File: config.mk
export PLATFORM = sky130hd
export DESIGN_NAME = scmc_top
export DESIGN_NICKNAME = d
export VERILOG_FILES = /design/src/rtl/scmc_pkg.sv /design/src/rtl/scmc_glitch_mux.sv /design/src/rtl/scmc_top.sv
export VERILOG_INCLUDE_DIRS = /design/src /design/src/rtl
export SDC_FILE = /design/constraint.sdc
export NUM_CORES = 1
export LEC_CHECK = 0
export ABC_AREA = 1
export BUFFER_PORTS_ARGS = -buffer_cell sky130_fd_sc_hd__buf_2
export CAP_MARGIN = 40
export CORE_ASPECT_RATIO = 0.7
export CORE_MARGIN = 2
export CORE_UTILIZATION = 45
export CTS_CLUSTER_DIAMETER = 150
export DETAILED_ROUTE_END_ITERATION = 10
export PLACE_DENSITY = 0.66
export SLEW_MARGIN = 20
export SYNTH_ARGS = -nofsm -noshare
export SYNTH_HDL_FRONTEND = slang
export SYNTH_HIERARCHICAL = 1
export SYNTH_SLANG_ARGS = --single-unit
File: constraint.sdc
create_clock -name ref_clk -period 1.5 [get_ports ref_clk]
set_input_delay 0.15 -clock ref_clk [delete_from_list [all_inputs] [get_ports ref_clk]]
set_output_delay 0.15 -clock ref_clk [all_outputs]
set_load 0.02 [all_outputs]
File: src/rtl/scmc_cfg.svh
/*
  constants for the system clock and mode control block: reset values,
  field codes and timing counts.
  assumes it is included by bare name from scmc_top, the only rtl module that includes it.
*/
`ifndef SCMC_CFG_SVH
`define SCMC_CFG_SVH

// --------------------------------------------------------------
// reset values
// --------------------------------------------------------------
`define SCMC_RST_DIV_SEL      3'h0
`define SCMC_RST_SRC_HIGH     1'h1
`define SCMC_RST_IDLE_ON_HALT 1'h1
`define SCMC_RST_FREQ_SEL     2'h0
`define SCMC_RST_IDLE_KEEP    1'h0

// --------------------------------------------------------------
// fast oscillator frequency codes
// --------------------------------------------------------------
`define SCMC_FREQ_8MHZ  2'h0
`define SCMC_FREQ_12MHZ 2'h1
`define SCMC_FREQ_16MHZ 2'h2

// --------------------------------------------------------------
// divider select codes (source high select low)
// --------------------------------------------------------------
`define SCMC_DIV_SLOW0 3'h0
`define SCMC_DIV_SLOW1 3'h1
`define SCMC_DIV_64    3'h2
`define SCMC_DIV_32    3'h3
`define SCMC_DIV_16    3'h4
`define SCMC_DIV_8     3'h5
`define SCMC_DIV_4     3'h6
`define SCMC_DIV_2     3'h7

// --------------------------------------------------------------
// timing
// --------------------------------------------------------------
// ready flag rises 15 to 16 ref_clk cycles after wake-up
`define SCMC_READY_CYCLES   16
`define SCMC_SLOW_READY_CYC 2

`endif

File: src/rtl/scmc_pkg.sv
/*
  types for the system clock and mode control block.
  assumes scmc_cfg.svh is on the include path.
*/
package scmc_pkg;

  typedef enum logic [2:0] {
    SCMC_FAST,
    SCMC_SLOW,
    SCMC_SLEEP,
    SCMC_DEEP_IDLE,
    SCMC_LIGHT_IDLE
  } scmc_mode_t;

  typedef struct packed {
    logic [2:0] divider_select;
    logic       source_high_select;
    logic       idle_on_halt;
    logic [1:0] fast_freq_select;
    logic       idle_clock_keep;
  } scmc_ctrl_t;

  typedef struct packed {
    logic fast_osc_ready_flag;
    logic slow_osc_ready_flag;
    logic cpu_run;
    logic fast_osc_enable;
  } scmc_status_t;

endpackage

File: src/rtl/scmc_glitch_mux.sv
/*
  glitch-free two-input clock-enable switch: the old source is released at
  a low phase before the new one is taken up, so no short phase escapes.
  assumes both sources arrive as single-cycle enables in the ref_clk domain.
*/
`timescale 1ns/1ps

module scmc_glitch_mux (
  // clock and reset
  input  wire logic ref_clk,
  input  wire logic resetn,
  // sources
  input  wire logic sel_fast,
  input  wire logic fast_tick,
  input  wire logic slow_tick,
  // result
  output logic      sys_tick,
  output logic      fast_active
);

  logic fast_on_reg;
  logic fast_on_next;
  logic slow_on_reg;
  logic slow_on_next;

  // --------------------------------------------------------------
  // handover: one side off, then the other on, on a tick boundary
  // --------------------------------------------------------------
  always_comb begin
    fast_on_next = fast_on_reg;
    slow_on_next = slow_on_reg;
    if (sel_fast) begin
      if (slow_on_reg && slow_tick) begin
        slow_on_next = 1'b0;
      end else if (!slow_on_reg && !fast_on_reg) begin
        fast_on_next = 1'b1;
      end
    end else begin
      if (fast_on_reg && fast_tick) begin
        fast_on_next = 1'b0;
      end else if (!slow_on_reg && !fast_on_reg) begin
        slow_on_next = 1'b1;
      end
    end
  end

  always_ff @(posedge ref_clk) begin
    if (!resetn) begin
      fast_on_reg <= 1'b1;
      slow_on_reg <= 1'b0;
    end else begin
      fast_on_reg <= fast_on_next;
      slow_on_reg <= slow_on_next;
    end
  end

  assign sys_tick    = (fast_on_reg & fast_tick) | (slow_on_reg & slow_tick);
  assign fast_active = fast_on_reg;

endmodule

File: src/rtl/scmc_top.sv
/*
  system clock and operating-mode control: fast and slow rc oscillator
  models as tick enables, system clock select and divide, mode machine.
  assumes the oscillators are modelled as enables derived from ref_clk, and that halt
  and wake arrive as synchronous one-cycle pulses from the cpu.
*/
// Contract
// - after reset the fast oscillator runs at its default 8 MHz setting.
// - a two-bit frequency field chooses 8, 12 or 16 MHz for the fast oscillator.
// - the slow clock comes from the slow rc oscillator at nominal 32 kHz.
// - the system clock is picked by source high select and the divider select field.
// - fast clock divided by 2 up to 64 are offered as system clock sources.
// - exactly one fast and one slow oscillator are always selected.
// - the system clock selection may be changed while the cpu runs.
// - on a switch to the slow clock the fast oscillator stops and its divided clocks vanish.
// - the oscillators also feed the watchdog and the time base.
// - fast and slow modes run the cpu from the fast-derived or slow clock.
// - in sleep and idle modes the cpu stops, slow clock runs, system clock only in light idle.
// - with source high select low, codes 000/001 pick slow, 010..111 pick fast /64../2.
// - halt with idle on halt low enters sleep.
// - halt with idle on halt high enters deep idle or, with idle clock keep, light idle.
// - the ready flag clears one cycle after sleep or deep idle is entered and rises 15 to 16 cycles after wake-up.
`timescale 1ns/1ps
`include "scmc_cfg.svh"

module scmc_top #(
  parameter int FAST_DIV_8  = 5,
  parameter int FAST_DIV_12 = 3,
  parameter int FAST_DIV_16 = 2,
  parameter int SLOW_DIV    = 1250,
  parameter int READY_CYC   = `SCMC_READY_CYCLES
) (
  // clock and reset
  input  wire logic                  ref_clk,
  input  wire logic                  resetn,
  // control bits
  input  wire scmc_pkg::scmc_ctrl_t  ctrl,
  // cpu events
  input  wire logic                  halt_pulse,
  input  wire logic                  wake_pulse,
  // clock enables out
  output logic                       sys_clk_en,
  output logic                       fast_clk_en,
  output logic                       slow_clk_en,
  output logic                       wdt_clk_en,
  output logic                       tbase_clk_en,
  // state
  output scmc_pkg::scmc_mode_t       mode,
  output scmc_pkg::scmc_status_t     status
);

  // refuse settings that the 12-bit and 8-bit counters cannot hold
  if (FAST_DIV_8 < 1 || FAST_DIV_12 < 1 || FAST_DIV_16 < 1 ||
      FAST_DIV_8 > 4096 || FAST_DIV_12 > 4096 || FAST_DIV_16 > 4096 ||
      SLOW_DIV < 2 || SLOW_DIV > 4096 || READY_CYC < 2 || READY_CYC > 255) begin : g_bad_param
    $error("scmc_top: bad parameter");
  end

  function automatic logic [5:0] div_mask(input logic [2:0] code);
    case (code)
      `SCMC_DIV_64: div_mask = 6'h3F;
      `SCMC_DIV_32: div_mask = 6'h1F;
      `SCMC_DIV_16: div_mask = 6'h0F;
      `SCMC_DIV_8:  div_mask = 6'h07;
      `SCMC_DIV_4:  div_mask = 6'h03;
      default:      div_mask = 6'h01;
    endcase
  endfunction

  scmc_pkg::scmc_mode_t mode_reg;
  scmc_pkg::scmc_mode_t mode_next;
  logic [11:0] fast_cnt_reg;
  logic [11:0] fast_cnt_next;
  logic [11:0] slow_cnt_reg;
  logic [11:0] slow_cnt_next;
  logic [5:0]  pre_reg;
  logic [5:0]  pre_next;
  logic [7:0]  rdy_cnt_reg;
  logic [7:0]  rdy_cnt_next;
  logic        hto_reg;
  logic        hto_next;
  logic [1:0]  lto_cnt_reg;
  logic [1:0]  lto_cnt_next;
  logic [11:0] fast_limit;
  logic        fast_run;
  logic        fast_tick;
  logic        slow_tick;
  logic        div_tick;
  logic        sel_slow;
  logic        sel_fast;
  logic        src_tick;
  logic        mux_tick;
  logic        mux_fast;
  logic        cpu_run;
  logic        sys_on;

  // --------------------------------------------------------------
  // oscillator models
  // --------------------------------------------------------------
  always_comb begin
    case (ctrl.fast_freq_select)
      `SCMC_FREQ_12MHZ: fast_limit = 12'(FAST_DIV_12 - 1);
      `SCMC_FREQ_16MHZ: fast_limit = 12'(FAST_DIV_16 - 1);
      default:          fast_limit = 12'(FAST_DIV_8 - 1);
    endcase
  end

  // fast oscillator runs in fast mode, in light idle with fast selected, and while the switch holds the fast side, also in sleep and deep idle
  assign sel_slow = !ctrl.source_high_select &&
                    (ctrl.divider_select == `SCMC_DIV_SLOW0 || ctrl.divider_select == `SCMC_DIV_SLOW1);
  assign sel_fast = !sel_slow;
  assign fast_run = (mode_reg == scmc_pkg::SCMC_FAST) ||
                    (mode_reg == scmc_pkg::SCMC_LIGHT_IDLE && sel_fast) || mux_fast;
  assign fast_tick = fast_run && (fast_cnt_reg >= fast_limit);
  assign slow_tick = (slow_cnt_reg == 12'(SLOW_DIV - 1));

  always_comb begin
    fast_cnt_next = fast_cnt_reg;
    if (!fast_run || fast_tick) begin
      fast_cnt_next = 12'h000;
    end else begin
      fast_cnt_next = fast_cnt_reg + 12'h001;
    end
    slow_cnt_next = slow_tick ? 12'h000 : slow_cnt_reg + 12'h001;
    pre_next = pre_reg;
    if (fast_tick) begin
      pre_next = pre_reg + 6'h01;
    end
  end

  // --------------------------------------------------------------
  // system clock source
  // --------------------------------------------------------------
  assign div_tick = fast_tick && ((pre_reg & div_mask(ctrl.divider_select)) == div_mask(ctrl.divider_select));
  assign src_tick = ctrl.source_high_select ? fast_tick : div_tick;

  scmc_glitch_mux u_mux (
    .ref_clk     (ref_clk),
    .resetn      (resetn),
    .sel_fast    (sel_fast),
    .fast_tick   (src_tick),
    .slow_tick   (slow_tick),
    .sys_tick    (mux_tick),
    .fast_active (mux_fast)
  );

  // --------------------------------------------------------------
  // operating modes
  // --------------------------------------------------------------
  always_comb begin
    mode_next = mode_reg;
    case (mode_reg)
      scmc_pkg::SCMC_FAST,
      scmc_pkg::SCMC_SLOW: begin
        if (halt_pulse) begin
          if (!ctrl.idle_on_halt) begin
            mode_next = scmc_pkg::SCMC_SLEEP;
          end else if (ctrl.idle_clock_keep) begin
            mode_next = scmc_pkg::SCMC_LIGHT_IDLE;
          end else begin
            mode_next = scmc_pkg::SCMC_DEEP_IDLE;
          end
        end else begin
          mode_next = sel_slow ? scmc_pkg::SCMC_SLOW : scmc_pkg::SCMC_FAST;
        end
      end
      default: begin
        if (wake_pulse) begin
          mode_next = sel_slow ? scmc_pkg::SCMC_SLOW : scmc_pkg::SCMC_FAST;
        end
      end
    endcase
  end

  // --------------------------------------------------------------
  // ready flags
  // --------------------------------------------------------------
  always_comb begin
    rdy_cnt_next = rdy_cnt_reg;
    hto_next     = hto_reg;
    if (mode_reg == scmc_pkg::SCMC_SLEEP || mode_reg == scmc_pkg::SCMC_DEEP_IDLE) begin
      rdy_cnt_next = 8'h00;
      hto_next     = 1'b0;
    end else if (!hto_reg) begin
      if (rdy_cnt_reg == 8'(READY_CYC - 1)) begin
        hto_next = 1'b1;
      end else begin
        rdy_cnt_next = rdy_cnt_reg + 8'h01;
      end
    end
    lto_cnt_next = lto_cnt_reg;
    if (slow_tick && lto_cnt_reg != 2'(`SCMC_SLOW_READY_CYC)) begin
      lto_cnt_next = lto_cnt_reg + 2'h1;
    end
  end

  always_ff @(posedge ref_clk) begin
    if (!resetn) begin
      mode_reg     <= scmc_pkg::SCMC_FAST;
      fast_cnt_reg <= 12'h000;
      slow_cnt_reg <= 12'h000;
      pre_reg      <= 6'h00;
      rdy_cnt_reg  <= 8'h00;
      hto_reg      <= 1'b0;
      lto_cnt_reg  <= 2'h0;
    end else begin
      mode_reg     <= mode_next;
      fast_cnt_reg <= fast_cnt_next;
      slow_cnt_reg <= slow_cnt_next;
      pre_reg      <= pre_next;
      rdy_cnt_reg  <= rdy_cnt_next;
      hto_reg      <= hto_next;
      lto_cnt_reg  <= lto_cnt_next;
    end
  end

  // --------------------------------------------------------------
  // outputs
  // --------------------------------------------------------------
  assign cpu_run = (mode_reg == scmc_pkg::SCMC_FAST) || (mode_reg == scmc_pkg::SCMC_SLOW);
  assign sys_on  = cpu_run || (mode_reg == scmc_pkg::SCMC_LIGHT_IDLE);

  assign sys_clk_en   = sys_on & mux_tick;
  assign fast_clk_en  = fast_tick;
  assign slow_clk_en  = slow_tick;
  assign wdt_clk_en   = slow_tick;
  assign tbase_clk_en = ctrl.source_high_select ? (sys_on & mux_tick) : slow_tick;
  assign mode         = mode_reg;
  assign status       = '{fast_osc_ready_flag: hto_reg,
                          slow_osc_ready_flag: (lto_cnt_reg == 2'(`SCMC_SLOW_READY_CYC)),
                          cpu_run:             cpu_run,
                          fast_osc_enable:     fast_run};

endmodule

After elaboration in Yosys (flattened, before gate mapping)
Cells that the tools add are included.

Bitwise operators: 8. $lt $le $gt $ge: 1. Add/sub/neg operators: 5. Reduce and logical (&&, ||, !) cells: 32. Mux-type cells: 19. Eq/ne operators: 21.

Operator list (count): $pmux W6 S5 (1); $add A12 B1 Y12 const B (2); $mux W3 (5); $eq A12 B11 Y1 const B (1); $eq A3 B2 Y1 const B (4); $eq A3 B3 Y1 const B (4); $ge A12 B12 Y1 (1); $mux W1 (12); $add A8 B1 Y8 const B (1); $eq A8 B4 Y1 const B (1); $logic_and A1 B1 Y1 (8); $reduce_or A2 Y1 (4); $logic_or A1 B1 Y1 (7); $add A6 B1 Y6 const B (1); $and A6 B6 Y6 (1); $eq A3 B1 Y1 const B (2); $eq A6 B6 Y1 (1); $logic_not A3 Y1 (2); $ne A2 B2 Y1 const B (3); $pmux W3 S2 (1); $reduce_and A3 Y1 (2); $reduce_bool A2 Y1 (3); $logic_not A1 Y1 (5); $eq A2 B2 Y1 const B (2); other kinds (7) (12).

Input bits: 12. Word-level logic and storage cells: 95. Output and inout port bits: 12. Flip-flop bits (word level): 46.

Depth between registers and ports, before layout
Gate-level depths: netlist (run 1).

Word-level depth: 14. Mapped depth: 16. Mapped depth without buffers: 16.

Hierarchy
Netlist (run 1), hierarchy kept.

By module, submodules not included: scmc_top (times used 1, seq. area each 880.8 um^2, cells an instance 292, area each 2154.6 um^2); scmc_glitch_mux (times used 1, seq. area each 40.0 um^2, cells an instance 18, area each 103.8 um^2).

Least setup slack after synthesis (run 1)
Ideal clock, no wire load.

Path kind: reg2out. Start: register fast_cnt_reg[0]. End: output tbase_clk_en. Required time: 1350 ps. Path slack: -523 ps. Arrival time: 1873 ps. Path buffers: 0. Stages on the path, launching flop included: 16. Cells stage by stage: dfxtp_1 > inv_1 > ha_1 > inv_1 > nand2_1 > nand2_1 > nand2_1 > nand2_1 > nand2_2 > nand2_4 > a21oi_1 > nand2_1 > nand2_1 > o21a_1 > nand2_1 > o21ai_0.

Longest elaborated chain between the ends: 8.

RTL lines: start: declaration (line scmc_top.sv:72) `logic [11:0] fast_cnt_reg;`; start signal: assignment (line scmc_top.sv:208) `fast_cnt_reg <= fast_cnt_next;`; $ge A12 B12 Y1 (*) (line scmc_top.sv:114) `assign fast_tick = fast_run && (fast_cnt_reg >= fast_limit);`; $logic_and A1 B1 Y1 (*) (line scmc_top.sv:114); $logic_and A1 B1 Y1 (line scmc_top.sv:134) `assign div_tick = fast_tick && ((pre_reg & div_mask(ctrl.divider_select)) == div_mask(ctrl.divider_select));`; $mux W1 (*) (line scmc_top.sv:135) `assign src_tick = ctrl.source_high_select ? fast_tick : div_tick;`; named net src_tick (line scmc_top.sv:91) `logic src_tick;`; $and A1 B1 Y1 (*) (line scmc_glitch_mux.sv:57) `assign sys_tick = (fast_on_reg & fast_tick) | (slow_on_reg & slow_tick);`; $or A1 B1 Y1 (*) (line scmc_glitch_mux.sv:57); named net mux_tick (line scmc_top.sv:92) `logic mux_tick;`; $and A1 B1 Y1 (*); named net sys_clk_en (line scmc_top.sv:42) `output logic sys_clk_en,`; $mux W1 (*) (line scmc_top.sv:227) `assign tbase_clk_en = ctrl.source_high_select ? (sys_on & mux_tick) : slow_tick;`; end: declaration (line scmc_top.sv:46) `output logic tbase_clk_en,`.

Mark *: on every way through the listed nets, which the timed path passes. The rest lies on a longest branch.

Worst setup path in the final report (run 1)
Start: register fast_cnt_reg[0]. End: output tbase_clk_en.

Longest elaborated chain between the ends: 8.

RTL lines (line): $ge A12 B12 Y1 (*) (scmc_top.sv:114); $logic_and A1 B1 Y1 (*) (scmc_top.sv:114); $logic_and A1 B1 Y1 (scmc_top.sv:134); $mux W1 (*) (scmc_top.sv:135); named net src_tick (scmc_top.sv:91); $and A1 B1 Y1 (*) (scmc_glitch_mux.sv:57); $or A1 B1 Y1 (*) (scmc_glitch_mux.sv:57); named net mux_tick (scmc_top.sv:92); $and A1 B1 Y1 (*) (scmc_top.sv:227); $mux W1 (*) (scmc_top.sv:227).

Marks and branches as above.

==> results.toml, run 1 <==
[timing]
final.setup.tns_ps = -1510
slew_violations = 0
hold_violations = 0
rsz0062_at_grt = "yes"
fin_crit_ps = 2120
max_freq_mhz = 473
fin_crit_sh_pct = 141
report.final.setup_viol = 3
fin_skew_ps = 3.99
fin_ws_ps = -616

[cells_and_area]
fin_nets = 410
syn_to_final_growth_pct = 37.1
diodes = 0
n_fill_cell = 427
layout-drive-gt1-share_pct = 33.5
fin_util_pct = 64.4

[routing]
routed_wirelength_mm = 4.75
postRouteAntennaNets = 0
dr.pass1.iters = 4
viasPerCell = 4.57
drc_errors = 0
first_iter_violations = 72
vias = 2090
routedWlPerCell_microns = 10.4

[yosys]
postSynthCellCount = 310
yosys_warnings = 6
synth_largest_type_area_fraction_pct = 40.8
async_reset_ff_share_pct = 0
yosysMostFrequentCell = "nand2_1"
yosys.area.top_type = "dfxtp_1"
syn_area_per_cell_sq_um = 7.29
synthTopCellsByArea = "dfxtp_1 41%, nand2_1 11%, nor2_1 8.0%, inv_1 6.5%, ha_1 6.1%"
synth_flop_cell = "dfxtp_1"
synth_seq_cells = 46
synth_edf_count = 0
yosysSeqAreaShare_pct = 40.8
synth.distinct_cells = 30
syn-cell-area_sq_um = 2260
synth_top_cells_by_count = "67 x nand2_1, 48 x nor2_1, 46 x dfxtp_1, 39 x inv_1"

[pwr]
powerDensity_nw_per_um2 = 817
pwr-share-clk_pct = 38.1
switchingPower_mw = 0.628
pwr-share-seq_pct = 50.8
p_leak_nw = 1.45
peakVddDrop_v = 0.000466
p_int_mw = 1.90
sw_frac_of_total_pct = 24.9
p_comb_share_pct = 11.1

[global_routing]
grt.overflow.total = 0
grt_pass1_vias = 1764
grt_start_max_net_pins = 17
antenna_found_initial = 0
grt_usage_pct = 16.9
grt_pass1_wl_mm = 7.62

[clock_tree]
cts_hold_buf = 0
clock-sinks = 46
cts_tree = "built"
cts_buffers = 5
clockBufferDepth = 2
root_buffer = "clkbuf_8"
worstSkewPairLatency_ps = 300
h-tree-depth = 2
cts.clk_slew.worst_paths_ps = 90

[setup_path]
start_kind = "register"
crit_top_cell = "nand2_1"
cp_max_fo = 2
endpoint_kind = "primary output"
critPathKind = "reg -> out"
crit_required_ps = 1350
cp.arrival_ps = 1970
crit_path_cell_trace = "inv_2 -> ha_4 -> inv_2 -> nand2_1 -> nand2_1 -> nand2_1 -> nand2_2 -> nand2_2 -> nand2_4 -> a21oi_2 -> nand2_1 -> nand2_2 -> o21a_4 -> nand2_4 -> o21ai_4 -> buf_6"
slowest_delay_ps = 340
critPathSlowestCell = "dfxtp_2"

[worst_hold_path]
hp-class = "in -> reg"

[placed_design]
gp_congestion = 0.783
dp_slack_ps = -452
port_buffers = 23
hpwl_mm = 3.39

[die]
core_sq_um = 4810
start_util_pct = 47.0
num_io_pins = 24
rows = 21
dieWidth_microns = 88.7
dieHeight_microns = 63.3
fp.dieArea_sq_um = 5610

[outcome]
outcome = "finished, violations left"
failed_checks = "negative setup slack"

[flow_run]
maxCapViolCount = 0
path summary, 6_finish.rpt:
check	startpoint	to	slack, ps	depth (start not counted)
worst min register to register	slow_cnt_reg[11]	slow_cnt_reg[11]	470	2
worst max-delay path	fast_cnt_reg[0]	tbase_clk_en	-620	16
worst min-delay path	wake_pulse	mode[0]	160	4
worst max register to register	fast_cnt_reg[0]	pre_reg[1]	70	13
routing by layer:
layer	global-route usage (%)	part of all wire, %
met5	0	0
met2	26.3	44
met4	3.60	0.74
met1	23.6	51
met3	4.19	4.2
kinds of logic (layout without fill, tap and decap cells):
| group | count (synthesis) | in the layout | share of synthesized area [%] |
|---|---|---|---|
| AO/OA/AOI/OAI | 29 | 29 | 6.87 |
| buffers and inverters | 47 | 118 | 8.81 |
| other | 1 | 8 | 0.166 |
| flip-flops | 46 | 46 | 40.8 |
| adder cells (fa/ha/maj) | 11 | 11 | 6.09 |
| AND/OR/NAND/NOR | 166 | 166 | 33.4 |
| XOR/XNOR | 10 | 10 | 3.88 |
critical path: cells and delay by family (launching register included):
| kind | cells | cell delay, ps |
|---|---|---|
| AOI/OAI and AO/OA | 3 | 310 |
| DFF | 1 | 340 |
| adders and majority gates | 1 | 250 |
| buffers and inverters | 3 | 190 |
| and+or+nand+nor | 9 | 550 |
power groups by stage:
stage          Combinational, mW  Clock, mW  Sequential (mW)
3_5_place_dp               0.235          0             1.31
6_report                   0.280      0.964             1.28
5_1_grt                    0.311       1.03             1.29
2_1_floorplan              0.134          0             1.32
3_3_place_gp               0.230          0             1.31
4_1_cts                    0.255      0.988             1.28
final cells by class:
class / count / area (sq um) / share of cell area [%]
multi-input cells: 224 / 1310 / 42.4
flip-flops and latches: 46 / 930 / 30.0
repair buffers: 68 / 492 / 15.9
inverters: 42 / 160 / 5.17
well taps: 69 / 86.3 / 2.79
clock buffers: 5 / 68.8 / 2.22
clock inverters: 3 / 47.5 / 1.54
layout by cell type, fill, tap and decap left out, types with 5 or more instances in the layout:
cell	Yosys	routed
nand2_1	67	60
nor2_1	48	44
buf_4	4	43
dfxtp_1	46	39
inv_1	39	34
buf_2	0	18
nand3_1	17	16
a21oi_1	17	15
nand2_2	6	10
o21ai_0	9	8
nor3_1	9	8
ha_1	11	8
conb_1	1	8
inv_2	3	7
xor2_1	7	7
dfxtp_2	0	7
buf_6	1	7
clkbuf_8	0	5
per-stage QoR:
stage / instances / hold slack (ps) / total power, mW / cell area [sq um]
final: 457 / 155 / 2.53 / 3100
after global routing: 457 / 156 / 2.63 / 3100
after CTS: 448 / 147 / 2.53 / 2960
after detailed placement: 440 / 464 / 1.54 / 2740
after global placement: 440 / 456 / 1.54 / 2740
after floorplan: 317 / 270 / 1.45 / 2310
repair_timing:
action	CTS	global route
setup endpoints to repair	5	17
buffers inserted	0	9
pin swaps	6	15
gates resized for setup	30	20
gates cloned	0	0
Note: power is estimated with default switching activity, not from simulation.
==> inputs of run 2 (changes only) <==
--- a/config.mk
+++ b/config.mk
@@ -14,7 +14,7 @@
 export CORE_UTILIZATION = 45
 export CTS_CLUSTER_DIAMETER = 150
 export DETAILED_ROUTE_END_ITERATION = 10
-export PLACE_DENSITY = 0.66
+export PLACE_DENSITY = 0.74
 export SLEW_MARGIN = 20
 export SYNTH_ARGS = -nofsm -noshare
 export SYNTH_HDL_FRONTEND = slang
==> constraint.sdc (replaced) <==
create_clock -name ref_clk -period 2.45 [get_ports ref_clk]
set_input_delay 0.245 -clock ref_clk [delete_from_list [all_inputs] [get_ports ref_clk]]
set_output_delay 0.245 -clock ref_clk [all_outputs]
set_load 0.02 [all_outputs]
==> results.toml, run 2 (same netlist as run 1, synthesis figures left out) <==
[die]
num_io_pins = 24
fp.dieArea_sq_um = 5610
dieHeight_microns = 63.3
rows = 21
dieWidth_microns = 88.7
core_sq_um = 4810
start_util_pct = 47.0

[timing]
finalHoldWorstSlack_ps = 249
fin_crit_ps = 2260
max_freq_mhz = 442
fin_skew_ps = 10.7
report.final.setup_viol = 0
slew_violations = 0
final.setup.tns_ps = 0
hold_violations = 0
fin_crit_sh_pct = 92.3

[global_routing]
antenna_found_initial = 0
grt.overflow.total = 0
grt_usage_pct = 15.3
grt_pass1_wl_mm = 6.91
grt_start_max_net_pins = 15
grt_pass1_vias = 1628

[routing]
wl_met2_mm = 1.73
wl_met1_mm = 2.16
routedWlPerCell_microns = 9.90
first_iter_violations = 87
wl_met3_microns = 207
routed_wirelength_mm = 4.12
drc_errors = 0
vias = 1938
dr.pass1.iters = 4
top_layer = "met4"
postRouteAntennaNets = 0
viasPerCell = 4.66

[clock_tree]
clockBufferDepth = 2
worstSkewPairLatency_ps = 290
h-tree-depth = 2
clock-sinks = 46
root_buffer = "clkbuf_8"
cts_hold_buf = 0
cts_tree = "built"
cts_buffers = 5
cts.clk_slew.worst_paths_ps = 90

[cells_and_area]
layout_common_cells = "66 x nand2_1, 48 x nor2_1, 45 x dfxtp_1"
syn_to_final_growth_pct = 14.8
regArea_sq_um = 922
n_fill_cell = 458
fin_util_pct = 53.9
finalNonFillerCells = 416
diodes = 0
final_common_cell = "nand2_1"
fin_nets = 369
multiInputGateArea_sq_um = 1190
layout-drive-gt1-share_pct = 17.0

[placed_design]
place_inst = 404
gp_congestion = 0.847
hpwl_mm = 3.02
port_buffers = 23

[setup_path]
slowest_delay_ps = 330
crit_path_cell_trace = "inv_1 -> ha_1 -> inv_1 -> nand2_1 -> nand2_1 -> nand2_1 -> nand2_2 -> nand2_4 -> nand2_8 -> a21oi_4 -> nand2_1 -> nand2_1 -> o21a_1 -> nand2_1 -> o21ai_1 -> buf_4"
endpoint_kind = "primary output"
crit_top_cell = "nand2_1"
critPathSlowestCell = "dfxtp_2"
crit_required_ps = 2200
cp.arrival_ps = 2020
start_kind = "register"
cp_max_fo = 4
critPathKind = "reg -> out"

[pwr]
p_leak_nw = 1.18
powerDensity_nw_per_um2 = 522
peakVddDrop_v = 0.000299
power_mw = 1.35

[worst_hold_path]
hp-class = "in -> reg"

[flow_run]
maxCapViolCount = 0

[outcome]
outcome = "completed"
## run 2: changes by cell type in the layout (fill, tap and decap cells not counted), moves of 5 or more
cell     before  now
buf_4        43    5
buf_6         7    0
dfxtp_1      39   45
dfxtp_2       7    1
inv_1        34   39
nand2_1      60   66
## run 2: metrics by stage
step | instance area (sq um) | worst slack (ps)
after detailed placement | 2440 | 174
after CTS | 2530 | 25.5
final | 2590 | 188
after floorplan | 2280 | 274
after global routing | 2590 | -3.86
after global placement | 2440 | 228
## run 2: worst paths after layout
path | startpoint | end | slack [ps] | depth (start not counted)
max | fast_cnt_reg[0] | tbase_clk_en | 190 | 16
min | wake_pulse | mode[0] | 250 | 4
max reg2reg | fast_cnt_reg[2] | pre_reg[0] | 910 | 10
min reg2reg | slow_cnt_reg[11] | slow_cnt_reg[11] | 470 | 2
## run 2: power breakdown
group          switching, mW  internal, mW
combinational         0.0710        0.0475
sequential            0.0190         0.770
clock                  0.245         0.201
## run 2: cell type report
class	instances	area share [%]
Multi-Input combinational cell	224	46.0
Sequential cell	46	35.6
Timing Repair Buffer	27	5.69
Tap cell	69	3.33
Clock inverter	2	0.531
Clock buffer	6	2.80
Inverter	42	6.08
## run 2: repair_timing
item | CTS | global route
resized for setup | 1 | 7
endpoints found under the setup margin | 1 | 2
pin swaps | 0 | 2
setup buffers | 0 | 4
## run 2: worst max-delay path, delay by kind of cell (launching register included)
kind                       cells  cell delay [ps]
AOI/OAI and AO/OA              3              320
adders and majority gates      1              260
buffers and inverters          3              230
DFF                            1              330
and+or+nand+nor                9              570
## run 2: routing by layer
layer,vias up,global-route usage (%)
met2,52,22.0
met1,853,22.1
li1,1031,-
met4,0,2.84
met5,-,0
met3,2,5.24
==> inputs of run 3 (changes only) <==
--- a/config.mk
+++ b/config.mk
@@ -11,10 +11,10 @@
 export CAP_MARGIN = 40
 export CORE_ASPECT_RATIO = 0.7
 export CORE_MARGIN = 2
-export CORE_UTILIZATION = 45
+export CORE_UTILIZATION = 50
 export CTS_CLUSTER_DIAMETER = 150
 export DETAILED_ROUTE_END_ITERATION = 10
-export PLACE_DENSITY = 0.74
+export PLACE_DENSITY = 0.8
 export SLEW_MARGIN = 20
 export SYNTH_ARGS = -nofsm -noshare
 export SYNTH_HDL_FRONTEND = slang
==> results.toml, run 3 (same netlist as run 1, synthesis figures left out) <==
[outcome]
outcome = "completed"

[setup_path]
crit_path_cell_trace = "inv_1 -> ha_1 -> inv_1 -> nand2_1 -> nand2_1 -> nand2_1 -> nand2_2 -> nand2_4 -> nand2_4 -> a21oi_4 -> nand2_1 -> nand2_1 -> o21a_1 -> nand2_1 -> o21ai_0 -> buf_2"
critPathKind = "reg -> out"
endpoint_kind = "primary output"
slowest_delay_ps = 330
critPathSlowestCell = "dfxtp_2"
critPathTopFamily = "simple AND/OR/NAND/NOR gates"
cp.arrival_ps = 2010
cp_max_fo = 6
start_kind = "register"
crit_required_ps = 2200
crit_top_cell = "nand2_1"
crit_buf_inv = 3

[placed_design]
placed_cell_area_sq_um = 2430
port_buffers = 23
hpwl_mm = 3.09
gp_congestion = 0.820

[timing]
fin_crit_sh_pct = 91.9
slew_violations = 0
fin_skew_ps = 3.14
max_freq_mhz = 444
report.final.setup_viol = 0
finalHoldWorstSlack_ps = 264
hold_violations = 0
fin_crit_ps = 2250
final.setup.tns_ps = 0

[routing]
routed_wirelength_mm = 4.20
first_iter_violations = 94
drc_errors = 0
dr.pass1.iters = 4
viasPerCell = 4.82
postRouteAntennaNets = 0
vias = 1943
routedWlPerCell_microns = 10.4

[clock_tree]
cts_buffers = 5
h-tree-depth = 2
worstSkewPairLatency_ps = 290
clock-sinks = 46
clockBufferDepth = 2
cts_hold_buf = 0
root_buffer = "clkbuf_8"
cts_tree = "built"
cts.clk_slew.worst_paths_ps = 80

[die]
dieWidth_microns = 84.3
num_io_pins = 24
core_sq_um = 4330
rows = 20
dieHeight_microns = 60.2
fp.dieArea_sq_um = 5080
start_util_pct = 52.2

[global_routing]
grt_usage_pct = 17.5
grt_pass1_wl_mm = 7.13
grt.overflow.total = 0
grt_pass1_vias = 1674
grt_start_max_net_pins = 14
antenna_found_initial = 0

[cells_and_area]
fin_nets = 370
layout-drive-gt1-share_pct = 17.2
layout_common_cells = "66 x nand2_1, 48 x nor2_1, 45 x dfxtp_1"
final_common_cell = "nand2_1"
diodes = 0
final_area_sq_um = 2580
syn_to_final_growth_pct = 14.1

[pwr]
p_comb_share_pct = 8.3
p_leak_nw = 1.18
pwr-share-clk_pct = 34.6
switchingPower_mw = 0.338
pwr-share-seq_pct = 57.1
sw_frac_of_total_pct = 24.5
peakVddDrop_v = 0.000387
p_int_mw = 1.04
powerDensity_nw_per_um2 = 536

[worst_hold_path]
hp-class = "in -> reg"

[flow_run]
maxCapViolCount = 0
-- run 3: power by group through the flow --
stage | logic [mW] | registers, mW | clock network (mW)
2_1_floorplan | 0.0764 | 0.806 | 0
3_3_place_gp | 0.106 | 0.805 | 0
4_1_cts | 0.111 | 0.789 | 0.487
3_5_place_dp | 0.110 | 0.807 | 0
6_report | 0.114 | 0.789 | 0.478
5_1_grt | 0.132 | 0.793 | 0.521
-- run 3: worst paths after layout --
| kind | slack, ps | cells past startpoint | from | to |
|---|---|---|---|---|
| worst min register to register | 470 | 2 | slow_cnt_reg[11] | slow_cnt_reg[11] |
| worst max-delay path | 200 | 16 | fast_cnt_reg[0] | tbase_clk_en |
| worst max register to register | 930 | 8 | rdy_cnt_reg[0] | rdy_cnt_reg[1] |
| worst min-delay path | 260 | 4 | ctrl[0] | mode[0] |
-- run 3: what timing repair did --
action | in CTS | in global routing
setup buffers | 0 | 5
setup endpoints to repair | 1 | 2
cloned | 0 | 0
pin swaps | 1 | 1
resized for setup | 1 | 4
-- run 3: tightest hold or removal path: stages --
cell	delay, ps
buf_2	80
o21ai_0	80
nand2_1	60
a21oi_1	50
-- run 3: layer usage --
metal,routed length (microns),vias to the layer above,GRT usage [%]
li1,-,1035,-
met1,2100,871,23.5
met2,1890,28,28.0
met3,132,9,4.28
met4,70,0,6.12
met5,0,-,0
-- run 3: layout make-up --
class | instances | area (sq um)
fill | 407 | 1750
sequential | 46 | 922
clock inverter | 1 | 5.00
timing repair buffer | 28 | 153
clock buffer | 7 | 86.3
multi-input combinational | 224 | 1180
tap | 55 | 68.8
inverter | 42 | 158
-- run 3: metrics by stage --
| step | util, % | cells | power [mW] | setup WS [ps] |
|---|---|---|---|---|
| floorplan | - | 317 | 0.882 | 274 |
| global placement | 56.1 | 390 | 0.911 | 231 |
| detailed placement | 56.1 | 390 | 0.917 | 165 |
| CTS | 58.3 | 398 | 1.39 | 17.0 |
| global route | 59.5 | 403 | 1.45 | -34.8 |
| finish | 59.5 | 403 | 1.38 | 199 |
